### src/tick_pkg.sv
// Purpose: shared constants for the periodic wakeup tick counter
// Assumes: 32-bit classic Wishbone register bus, byte addresses
// Notes: divider tables are indexed by the 4-bit divider select code
package tick_pkg;

  // widths
  localparam int COUNT_WIDTH = 8;   // main counter and compare value
  localparam int PRESC_WIDTH = 18;  // holds the largest ratio of 200000
  localparam int DATA_WIDTH = 32;   // wishbone data
  localparam int ADDR_WIDTH = 4;    // wishbone byte address
  localparam int SOURCE_COUNT = 3;  // low power, external, internal

  // register byte offsets
  localparam logic [3:0] ADDR_CONTROL = 4'h0;   // tick_status_control
  localparam logic [3:0] ADDR_COUNT = 4'h4;     // count_value, read only
  localparam logic [3:0] ADDR_MODULO = 4'h8;    // modulo_compare
  localparam logic [3:0] ADDR_IRQ_MASK = 4'hC;  // mask view of irq enable

  // tick_status_control field positions
  localparam int FLAG_BIT = 7;
  localparam int SRC_HI = 6;
  localparam int SRC_LO = 5;
  localparam int IRQ_EN_BIT = 4;
  localparam int DIV_HI = 3;
  localparam int DIV_LO = 0;

  // reset values
  localparam logic [7:0] COUNT_RESET = 8'h00;
  localparam logic [7:0] MODULO_RESET = 8'h00;
  localparam logic [3:0] DIVIDER_OFF = 4'h0;
  localparam logic [31:0] READ_ZERO = 32'h0000_0000;

  // clock source encoding, bit 1 set means internal reference
  typedef enum logic [1:0] {
    SRC_LOW_POWER = 2'h0,
    SRC_EXTERNAL = 2'h1,
    SRC_INTERNAL = 2'h2,
    SRC_INTERNAL_ALT = 2'h3
  } source_type;

  // index of each source pin in the source pin vector
  localparam int PIN_LOW_POWER = 0;
  localparam int PIN_EXTERNAL = 1;
  localparam int PIN_INTERNAL = 2;

  // divide ratios with source bit 0 clear, code 15 down to 0
  localparam logic [15:0][17:0] DIV_TABLE_LOW = {
    18'h003E8, 18'h001F4, 18'h00064, 18'h00010,
    18'h0000A, 18'h00004, 18'h00002, 18'h00001,
    18'h00400, 18'h00200, 18'h00100, 18'h00080,
    18'h00040, 18'h00020, 18'h00008, 18'h00001
  };

  // divide ratios with source bit 0 set, code 15 down to 0
  localparam logic [15:0][17:0] DIV_TABLE_HIGH = {
    18'h30D40, 18'h186A0, 18'h0C350, 18'h04E20,
    18'h02710, 18'h01388, 18'h007D0, 18'h003E8,
    18'h10000, 18'h08000, 18'h04000, 18'h02000,
    18'h01000, 18'h00800, 18'h00400, 18'h00001
  };

  localparam logic [17:0] PRESC_ONE = 18'h00001;

endpackage : tick_pkg

### src/clock_source_sync.sv
// Purpose: bring the three slow source clocks into the system clock
// Assumes: every source runs well below a quarter of the system clock
// Notes: edges are found per source so a source change makes no edge
`timescale 1ns/100ps
module clock_source_sync #(
  parameter int SOURCES = tick_pkg::SOURCE_COUNT
) (
  input wire logic clock,
  input wire logic reset,
  input wire logic [SOURCES-1:0] source_pins,
  input wire logic [1:0] source_select,
  output logic source_tick
);

  logic [SOURCES-1:0] meta_ff;   // first stage, read only by sync_ff
  logic [SOURCES-1:0] sync_ff;   // second stage
  logic [SOURCES-1:0] prev_ff;   // last synced level for edge finding
  logic [SOURCES-1:0] rise;      // rising edge per source
  logic tick_ff;
  logic nxt_tick;

  // per-source synchroniser and edge detector
  genvar g;
  generate
    for (g = 0; g < SOURCES; g++) begin : gen_src
      always_ff @(posedge clock) begin
        if (reset) begin
          meta_ff[g] <= 1'b0;
          sync_ff[g] <= 1'b0;
          prev_ff[g] <= 1'b0;
        end else begin
          meta_ff[g] <= source_pins[g];
          sync_ff[g] <= meta_ff[g];
          prev_ff[g] <= sync_ff[g];
        end
      end
      assign rise[g] = sync_ff[g] & ~prev_ff[g];
    end
  endgenerate

  // source mux: 1x internal, 01 external, 00 low power
  always_comb begin
    if (source_select[1]) begin
      nxt_tick = rise[tick_pkg::PIN_INTERNAL];
    end else if (source_select[0]) begin
      nxt_tick = rise[tick_pkg::PIN_EXTERNAL];
    end else begin
      nxt_tick = rise[tick_pkg::PIN_LOW_POWER];
    end
  end

  // registered tick pulse
  always_ff @(posedge clock) begin
    if (reset) begin
      tick_ff <= 1'b0;
    end else begin
      tick_ff <= nxt_tick;
    end
  end

  assign source_tick = tick_ff;

endmodule : clock_source_sync

### src/prescaler_divider.sv
// Purpose: divide source ticks by the selected binary or decimal ratio
// Assumes: clear arrives as a one-cycle pulse from the register logic
// Notes: code zero stops the prescaler and holds it at zero
`timescale 1ns/100ps
module prescaler_divider #(
  parameter int WIDTH = tick_pkg::PRESC_WIDTH
) (
  input wire logic clock,
  input wire logic reset,
  input wire logic source_tick,
  input wire logic [3:0] divider_select,
  input wire logic source_bit0,
  input wire logic clear,
  output logic presc_pulse
);

  logic [WIDTH-1:0] presc_ff;   // ticks seen in this period
  logic [WIDTH-1:0] nxt_presc;
  logic pulse_ff;
  logic nxt_pulse;
  logic [WIDTH-1:0] terminal;   // last count before the output pulse

  // ratio picked jointly by the code and source bit 0
  assign terminal = source_bit0 ?
    WIDTH'(tick_pkg::DIV_TABLE_HIGH[divider_select] - tick_pkg::PRESC_ONE) :
    WIDTH'(tick_pkg::DIV_TABLE_LOW[divider_select] - tick_pkg::PRESC_ONE);

  // next period count and output pulse
  always_comb begin
    nxt_presc = presc_ff;
    nxt_pulse = 1'b0;
    if (clear || divider_select == tick_pkg::DIVIDER_OFF) begin
      nxt_presc = '0;
    end else if (source_tick) begin
      if (presc_ff >= terminal) begin
        nxt_presc = '0;
        nxt_pulse = 1'b1;
      end else begin
        nxt_presc = presc_ff + WIDTH'(tick_pkg::PRESC_ONE);
      end
    end
  end

  // register stage
  always_ff @(posedge clock) begin
    if (reset) begin
      presc_ff <= '0;
      pulse_ff <= 1'b0;
    end else begin
      presc_ff <= nxt_presc;
      pulse_ff <= nxt_pulse;
    end
  end

  assign presc_pulse = pulse_ff;

endmodule : prescaler_divider

### src/periodic_wakeup_counter.sv
// Purpose: 8-bit periodic tick counter with wishbone registers
// Assumes: source clocks are pins far slower than the 50 MHz clock
// Notes: one ack per access, registered a cycle after the request, unmapped reads return zero
//
// How it works
// 8-bit up counter compared with compare value
// match wraps count to zero, sets flag
// compare zero flags every prescaler output edge
// compare write clears prescaler and count
// reset: stopped, zeros, prescaler off, low power
// software starts prescaler with nonzero code
// changed source select clears prescaler and count
// changed divider select clears prescaler and count
// ratio from divider code and source bit0
// any compare value; count continues after wrap
// flag sets on step from compare to zero
// interrupt while flag and enable both set
// software clears flag by writing one
// source codes: low power, external, internal
// binary and decimal divide ratio tables
// writing zero to flag does nothing
// count register is read only
// flag stays set until software clears
// prescaler off holds count and flag
//
// The register addresses and register access over Wishbone were left to the implementer.
`timescale 1ns/100ps
module periodic_wakeup_counter (
  input wire logic clock,
  input wire logic reset,
  input wire logic low_power_osc_clock,
  input wire logic external_ref_clock,
  input wire logic internal_ref_clock,
  input wire logic wb_cyc,
  input wire logic wb_stb,
  input wire logic wb_we,
  input wire logic [3:0] wb_adr,
  input wire logic [3:0] wb_sel,
  input wire logic [31:0] wb_dat_w,
  output logic [31:0] wb_dat_r,
  output logic wb_ack,
  output logic irq
);

  // configuration state
  tick_pkg::source_type source_select_ff;  // clock source
  tick_pkg::source_type nxt_source_select;
  logic [3:0] divider_select_ff;           // prescaler code
  logic [3:0] nxt_divider_select;
  logic tick_irq_enable_ff;                // also the mask register
  logic nxt_tick_irq_enable;
  logic [7:0] modulo_compare_ff;           // wrap value
  logic [7:0] nxt_modulo_compare;

  // counting state
  logic [7:0] count_value_ff;
  logic [7:0] nxt_count_value;
  logic tick_flag_ff;                      // sticky status bit
  logic nxt_tick_flag;
  logic wrap_event;                        // count stepped to zero

  // bus and interrupt outputs
  logic ack_ff;
  logic nxt_ack;
  logic [31:0] rdata_ff;
  logic [31:0] nxt_rdata;
  logic irq_ff;
  logic nxt_irq;

  // decoded bus strobes
  logic access;      // new request, not yet answered
  logic wr_low;      // write touching the low byte lane
  logic wr_control;
  logic wr_modulo;
  logic wr_mask;
  logic clear_now;   // restart prescaler and count this cycle

  // submodule links
  logic source_tick;
  logic presc_pulse;

  // bus decode: one access per request, ack pulse ends it
  assign access = wb_cyc & wb_stb & ~ack_ff;
  assign wr_low = access & wb_we & wb_sel[0];
  assign wr_control = wr_low && wb_adr == tick_pkg::ADDR_CONTROL;
  assign wr_modulo = wr_low && wb_adr == tick_pkg::ADDR_MODULO;
  assign wr_mask = wr_low && wb_adr == tick_pkg::ADDR_IRQ_MASK;

  // synchronise the three sources and pick one
  clock_source_sync #(
    .SOURCES(tick_pkg::SOURCE_COUNT)
  ) u_sync (
    .clock(clock),
    .reset(reset),
    .source_pins({internal_ref_clock, external_ref_clock,
                  low_power_osc_clock}),
    .source_select(source_select_ff),
    .source_tick(source_tick)
  );

  // binary or decimal divider
  prescaler_divider #(
    .WIDTH(tick_pkg::PRESC_WIDTH)
  ) u_presc (
    .clock(clock),
    .reset(reset),
    .source_tick(source_tick),
    .divider_select(divider_select_ff),
    .source_bit0(source_select_ff[0]),
    .clear(clear_now),
    .presc_pulse(presc_pulse)
  );

  // configuration writes and the restart they cause
  always_comb begin
    nxt_source_select = source_select_ff;
    nxt_divider_select = divider_select_ff;
    nxt_tick_irq_enable = tick_irq_enable_ff;
    nxt_modulo_compare = modulo_compare_ff;
    clear_now = 1'b0;
    if (wr_control) begin
      nxt_source_select = tick_pkg::source_type'(
        wb_dat_w[tick_pkg::SRC_HI:tick_pkg::SRC_LO]);
      nxt_divider_select = wb_dat_w[tick_pkg::DIV_HI:tick_pkg::DIV_LO];
      nxt_tick_irq_enable = wb_dat_w[tick_pkg::IRQ_EN_BIT];
      // only a real change restarts, rewriting the same value is harmless
      if (nxt_source_select != source_select_ff) begin
        clear_now = 1'b1;
      end
      if (nxt_divider_select != divider_select_ff) begin
        clear_now = 1'b1;
      end
    end else if (wr_modulo) begin
      nxt_modulo_compare = wb_dat_w[7:0];
      clear_now = 1'b1;
    end else if (wr_mask) begin
      nxt_tick_irq_enable = wb_dat_w[tick_pkg::FLAG_BIT];
    end
  end

  // count and flag; a write to the count offset is ignored here
  always_comb begin
    nxt_count_value = count_value_ff;
    wrap_event = 1'b0;
    if (clear_now) begin
      nxt_count_value = tick_pkg::COUNT_RESET;
    end else if (presc_pulse) begin
      if (count_value_ff == modulo_compare_ff) begin
        nxt_count_value = tick_pkg::COUNT_RESET;
        wrap_event = 1'b1;
      end else begin
        nxt_count_value = count_value_ff + 8'h01;
      end
    end
    nxt_tick_flag = tick_flag_ff;
    // a one clears, a zero leaves it alone
    if (wr_control && wb_dat_w[tick_pkg::FLAG_BIT]) begin
      nxt_tick_flag = 1'b0;
    end
    // set beats a same-cycle clear so no tick is lost
    if (wrap_event) begin
      nxt_tick_flag = 1'b1;
    end
    nxt_irq = nxt_tick_flag & nxt_tick_irq_enable;
  end

  // read mux and ack; unmapped offsets read zero and still ack
  always_comb begin
    nxt_ack = access;
    nxt_rdata = tick_pkg::READ_ZERO;
    if (access && !wb_we) begin
      if (wb_adr == tick_pkg::ADDR_CONTROL) begin
        nxt_rdata[7:0] = {tick_flag_ff, source_select_ff,
                          tick_irq_enable_ff, divider_select_ff};
      end else if (wb_adr == tick_pkg::ADDR_COUNT) begin
        nxt_rdata[7:0] = count_value_ff;
      end else if (wb_adr == tick_pkg::ADDR_MODULO) begin
        nxt_rdata[7:0] = modulo_compare_ff;
      end else if (wb_adr == tick_pkg::ADDR_IRQ_MASK) begin
        nxt_rdata[tick_pkg::FLAG_BIT] = tick_irq_enable_ff;
      end
    end
  end

  // register stage for all groups
  always_ff @(posedge clock) begin
    if (reset) begin
      source_select_ff <= tick_pkg::SRC_LOW_POWER;
      divider_select_ff <= tick_pkg::DIVIDER_OFF;
      tick_irq_enable_ff <= 1'b0;
      modulo_compare_ff <= tick_pkg::MODULO_RESET;
      count_value_ff <= tick_pkg::COUNT_RESET;
      tick_flag_ff <= 1'b0;
      ack_ff <= 1'b0;
      rdata_ff <= tick_pkg::READ_ZERO;
      irq_ff <= 1'b0;
    end else begin
      source_select_ff <= nxt_source_select;
      divider_select_ff <= nxt_divider_select;
      tick_irq_enable_ff <= nxt_tick_irq_enable;
      modulo_compare_ff <= nxt_modulo_compare;
      count_value_ff <= nxt_count_value;
      tick_flag_ff <= nxt_tick_flag;
      ack_ff <= nxt_ack;
      rdata_ff <= nxt_rdata;
      irq_ff <= nxt_irq;
    end
  end

  assign wb_ack = ack_ff;
  assign wb_dat_r = rdata_ff;
  assign irq = irq_ff;

  // checks on counting, flag, interrupt, reset and bus ack
  a_wrap_to_zero: assert property (
    @(posedge clock) disable iff (reset)
    presc_pulse && !clear_now && count_value_ff == modulo_compare_ff
    |=> count_value_ff == tick_pkg::COUNT_RESET && tick_flag_ff)
    else $error("count did not wrap to zero with flag on match");

  a_count_step: assert property (
    @(posedge clock) disable iff (reset)
    presc_pulse && !clear_now && count_value_ff != modulo_compare_ff
    |=> count_value_ff == $past(count_value_ff) + 8'h01)
    else $error("count did not advance by one");

  a_zero_modulo_flag: assert property (
    @(posedge clock) disable iff (reset)
    presc_pulse && !clear_now && modulo_compare_ff == tick_pkg::MODULO_RESET
    |=> tick_flag_ff && count_value_ff == tick_pkg::COUNT_RESET)
    else $error("zero compare value did not flag");

  a_modulo_clear: assert property (
    @(posedge clock) disable iff (reset)
    wr_modulo |=> count_value_ff == tick_pkg::COUNT_RESET
      && modulo_compare_ff == $past(wb_dat_w[7:0]) && !presc_pulse)
    else $error("compare write did not restart counting");

  a_source_change: assert property (
    @(posedge clock) disable iff (reset)
    wr_control && wb_dat_w[tick_pkg::SRC_HI:tick_pkg::SRC_LO]
      != source_select_ff
    |=> count_value_ff == tick_pkg::COUNT_RESET && !presc_pulse)
    else $error("source change did not clear count");

  a_divider_change: assert property (
    @(posedge clock) disable iff (reset)
    wr_control && wb_dat_w[tick_pkg::DIV_HI:tick_pkg::DIV_LO]
      != divider_select_ff
    |=> count_value_ff == tick_pkg::COUNT_RESET)
    else $error("divider change did not clear count");

  a_irq_follows: assert property (
    @(posedge clock) disable iff (reset)
    irq == (tick_flag_ff && tick_irq_enable_ff))
    else $error("interrupt level disagrees with flag and enable");

  a_flag_sticky: assert property (
    @(posedge clock) disable iff (reset)
    tick_flag_ff && !(wr_control && wb_dat_w[tick_pkg::FLAG_BIT])
    |=> tick_flag_ff)
    else $error("flag dropped without a one written");

  a_flag_clear: assert property (
    @(posedge clock) disable iff (reset)
    wr_control && wb_dat_w[tick_pkg::FLAG_BIT] && !wrap_event
    |=> !tick_flag_ff && !irq)
    else $error("writing one did not clear flag");

  a_hold_when_off: assert property (
    @(posedge clock) disable iff (reset)
    divider_select_ff == tick_pkg::DIVIDER_OFF && !presc_pulse && !clear_now
    |=> $stable(count_value_ff) ##1 !presc_pulse)
    else $error("count moved with prescaler off");

  a_count_read_only: assert property (
    @(posedge clock) disable iff (reset)
    access && wb_we && wb_adr == tick_pkg::ADDR_COUNT && !presc_pulse
    |=> $stable(count_value_ff))
    else $error("write changed the count");

  a_reset_state: assert property (
    @(posedge clock)
    reset |=> count_value_ff == tick_pkg::COUNT_RESET
      && modulo_compare_ff == tick_pkg::MODULO_RESET
      && divider_select_ff == tick_pkg::DIVIDER_OFF
      && source_select_ff == tick_pkg::SRC_LOW_POWER && !tick_flag_ff)
    else $error("reset state wrong");

  a_ack_single: assert property (
    @(posedge clock) disable iff (reset)
    wb_cyc && wb_stb && !wb_ack |=> wb_ack ##1 !wb_ack)
    else $error("ack not a single cycle answer");

endmodule : periodic_wakeup_counter

### config.mk
export PLATFORM = sky130hd
export DESIGN_NAME = periodic_wakeup_counter
export DESIGN_NICKNAME = d
export VERILOG_FILES = /design/src/tick_pkg.sv /design/src/clock_source_sync.sv /design/src/prescaler_divider.sv /design/src/periodic_wakeup_counter.sv
export SDC_FILE = /design/constraint.sdc
export NUM_CORES = 1
export LEC_CHECK = 0
export BUFFER_PORTS_ARGS = -buffer_cell sky130_fd_sc_hd__clkbuf_2
export CAP_MARGIN = 20
export CORE_MARGIN = 1.5
export CORE_UTILIZATION = 30
export CTS_BUF_LIST = sky130_fd_sc_hd__clkbuf_4 sky130_fd_sc_hd__clkbuf_8 sky130_fd_sc_hd__clkbuf_16
export DETAILED_ROUTE_END_ITERATION = 10
export PLACE_DENSITY = 0.46
export SLEW_MARGIN = 20
export SYNTH_ARGS = -nofsm -noshare
export SYNTH_HDL_FRONTEND = slang
export SYNTH_SLANG_ARGS = --single-unit
### constraint.sdc
create_clock -name clock -period 12.19 [get_ports clock]
set_input_delay 1.219 -clock clock [delete_from_list [all_inputs] [get_ports clock]]
set_output_delay 1.219 -clock clock [all_outputs]
set_load 0.02 [all_outputs]
==> flow_metrics.tcl <==
set metrics [dict create \
    status "complete, no violations" \
    synth_area_leaders "dfxtp_1 37%, ha_1 7.0%, mux2i_1 5.2%" \
    antenna_cells 0 \
    drt_iter0_drc 189 \
    fmax_mhz 243 \
    seq_power_share 0.489 \
    fin_skew_ns 0.0105 \
    crit_required_ns 12.43 \
    cts_tree "built" \
    dieArea_um2 17000 \
    syn_area_per_cell_um2 8.89 \
    drive_gt1_frac 0.122 \
    ys_seq_elements 90 \
    wl_per_cell_um 13.7 \
    drtAntennaViolNets 0 \
    clk_pin_slew_worst_paths_ns 0.07 \
    grt_pass1_wl_mm 18.1 \
    cp-end-kind "register" \
    setup_tns_ns 0 \
    netlist_area_um2 4860 \
    maxSlewHeadroom 0.373 \
    ir_worst_vdd_v 0.0000861 \
    p_sw_w 0.000142 \
    hold_class "reg -> reg" \
    holdWs_ns 0.439 \
    dieWidth_um 130 \
    start_util 0.307 \
    power.internal_w 0.000464 \
    final_cell_mix "90 x dfxtp_1, 53 x nor2_1, 43 x nand2_1, 34 x nor3_1, 30 x clkbuf_2" \
    grt_pass1_vias 3595 \
    viasPerCell 4.69 \
    synth_cells 546 \
    synth-async-reset-ratio 0 \
    powerDensity_nw_per_um2 112 \
    rows 46 \
    drtPass1Iterations 4 \
    synth-edff-count 0 \
    path_class "in -> reg" \
    vias 3716 \
    r2r_end "u_presc.presc_ff[1]" \
    rsz0062_at_grt "no" \
    grt_max_degree 40 \
    synth_cell_types 67 \
    syn_to_final_growth_pct 11.6 \
    place_hpwl_mm 8.21 \
    setup_viol 0 \
    final_hold_viol_count 0 \
    wirelength_mm 10.9 \
    place_ws_ns 7.69 \
    worstMarginPinSlew_ns 0.937 \
    postCtsHoldBufs 0 \
    rrSetupSlack_ns 8.46 \
    drv_slew 0 \
    fin_nets 646 \
    root_buffer "clkbuf_16" \
    setup.worst_path.start_class "input port" \
    utilization 0.342 \
    hold_depth 1 \
    clock_latency_ns 0.35 \
    power_leakage_nw 2.06 \
    ctsResizeCount 0 \
    postCtsSetupBuffers 0 \
    swShare 0.234 \
    r2r_start "source_select_ff[0]" \
    setup_ws_ns 8.07 \
    core_um2 15800 \
    fin_area_um2 5420 \
    yosysTopAreaCell "dfxtp_1" \
    min_period_over_period 0.338 \
    clockPowerShare 0.469 \
    crit_fanout 13 \
    drc 0 \
    final_common_cell "dfxtp_1" \
    placed_area_um2 5120 \
    min_from "u_sync.meta_ff[0]" \
    ys_warn_count 0 \
    gp_congestion 0.761 \
    cp.arrival_ns 4.36 \
    track_usage 0.137 \
    maxCapViolations 0 \
    gr-total-overflow 0 \
    ioPinCount 82 \
    pwr-share-comb 0.042 \
    cts_buffer_depth 2 \
    cts.sinks 90 \
    reg2reg_depth 13 \
    antenna_found_initial 0 \
    cts-htree-levels 3 \
    synth_top_area_frac 0.371 \
    period_needed_ns 4.12 \
    hold_end "u_sync.sync_ff[0]" \
    cts_made_buffers 9 \
    portBuffers 30 \
    die_h_um 130 \
    synth_seq_area_share 0.371 \
    yosys_most_used_dff "dfxtp_1" \
]
[final cells by class]
| class | count | area (um^2) |
|---|---|---|
| Fill cell | 1660 | 10400 |
| Multi-Input combinational cell | 422 | 2810 |
| Sequential cell | 90 | 1800 |
| Tap cell | 216 | 270 |
| Clock buffer | 9 | 225 |
| Timing Repair Buffer | 36 | 195 |
| Clock inverter | 7 | 77.6 |
| Inverter | 12 | 45.0 |
[logic make-up (layout without fill, tap and decap cells)]
kind of cell | after synthesis | in the layout | synth area share
and+or+nand+nor | 213 | 213 | 0.229
muxes | 28 | 28 | 0.0585
adders and majority gates | 27 | 27 | 0.0696
AOI/OAI and AO/OA | 80 | 80 | 0.112
buffers and inverters | 57 | 64 | 0.0691
xor gates and xnor gates | 50 | 50 | 0.0902
DFF | 90 | 90 | 0.371
other | 1 | 24 | 0.000772
[worst max path at each step]
stage	end	slack, ns	cells after the start	start
floorplan	u_presc.presc_ff[0]	8.28	17	source_select_ff[0]
global placement	register	7.75	8	wb_adr[2]
detailed placement	register	7.69	8	wb_adr[2]
CTS	register	8.06	8	wb_adr[2]
global route	register	7.85	8	wb_adr[2]
finish	register	8.07	8	wb_adr[2]
[stage by stage]
step                power (W)  std cells
detailed placement   0.000329        776
finish               0.000606        792
floorplan            0.000327        569
global placement     0.000329        776
global route         0.000631        792
CTS                  0.000615        792
[cells in the mapped netlist, drive strengths merged, types with 4 or more instances]
| master | number |
|---|---|
| inv | 12 |
| dfxtp | 90 |
| o21ai | 12 |
| a21boi | 4 |
| nor2b | 17 |
| a21oi | 25 |
| nand4 | 12 |
| nand3 | 17 |
| mux2i | 25 |
| o21a | 4 |
| a22oi | 9 |
| ha | 27 |
| nand2 | 43 |
| xnor2 | 28 |
| nor2 | 53 |
| nand2b | 5 |
| clkbuf | 11 |
| nor3b | 5 |
| buf | 34 |
| xor2 | 22 |
| nor3 | 35 |
| or3 | 4 |
| and3 | 4 |
[power by group through the flow]
stage               logic (W)  clock network, W  registers, W
floorplan           0.0000241                 0      0.000303
global placement    0.0000254                 0      0.000303
detailed placement  0.0000258                 0      0.000303
CTS                 0.0000258          0.000293      0.000296
global route        0.0000284          0.000306      0.000297
finish              0.0000258          0.000284      0.000297
[worst max-delay path, stage by stage]
cell,delay [ns]
clkbuf_2,0.09
nor3_2,0.59
nor4b_4,0.88
mux2i_1,0.69
inv_1,0.18
ha_1,0.32
and2_1,0.19
o21a_1,0.18
[routing by layer]
metal  vias to the layer above  part of all wire  track usage
met5                         -                 0            0
met4                         0             0.020       0.0503
met3                        15             0.033       0.0308
met2                        67              0.48        0.237
met1                      1723              0.47        0.167
li1                       1911                 -            -
Power figures use the tool's default switching activity.
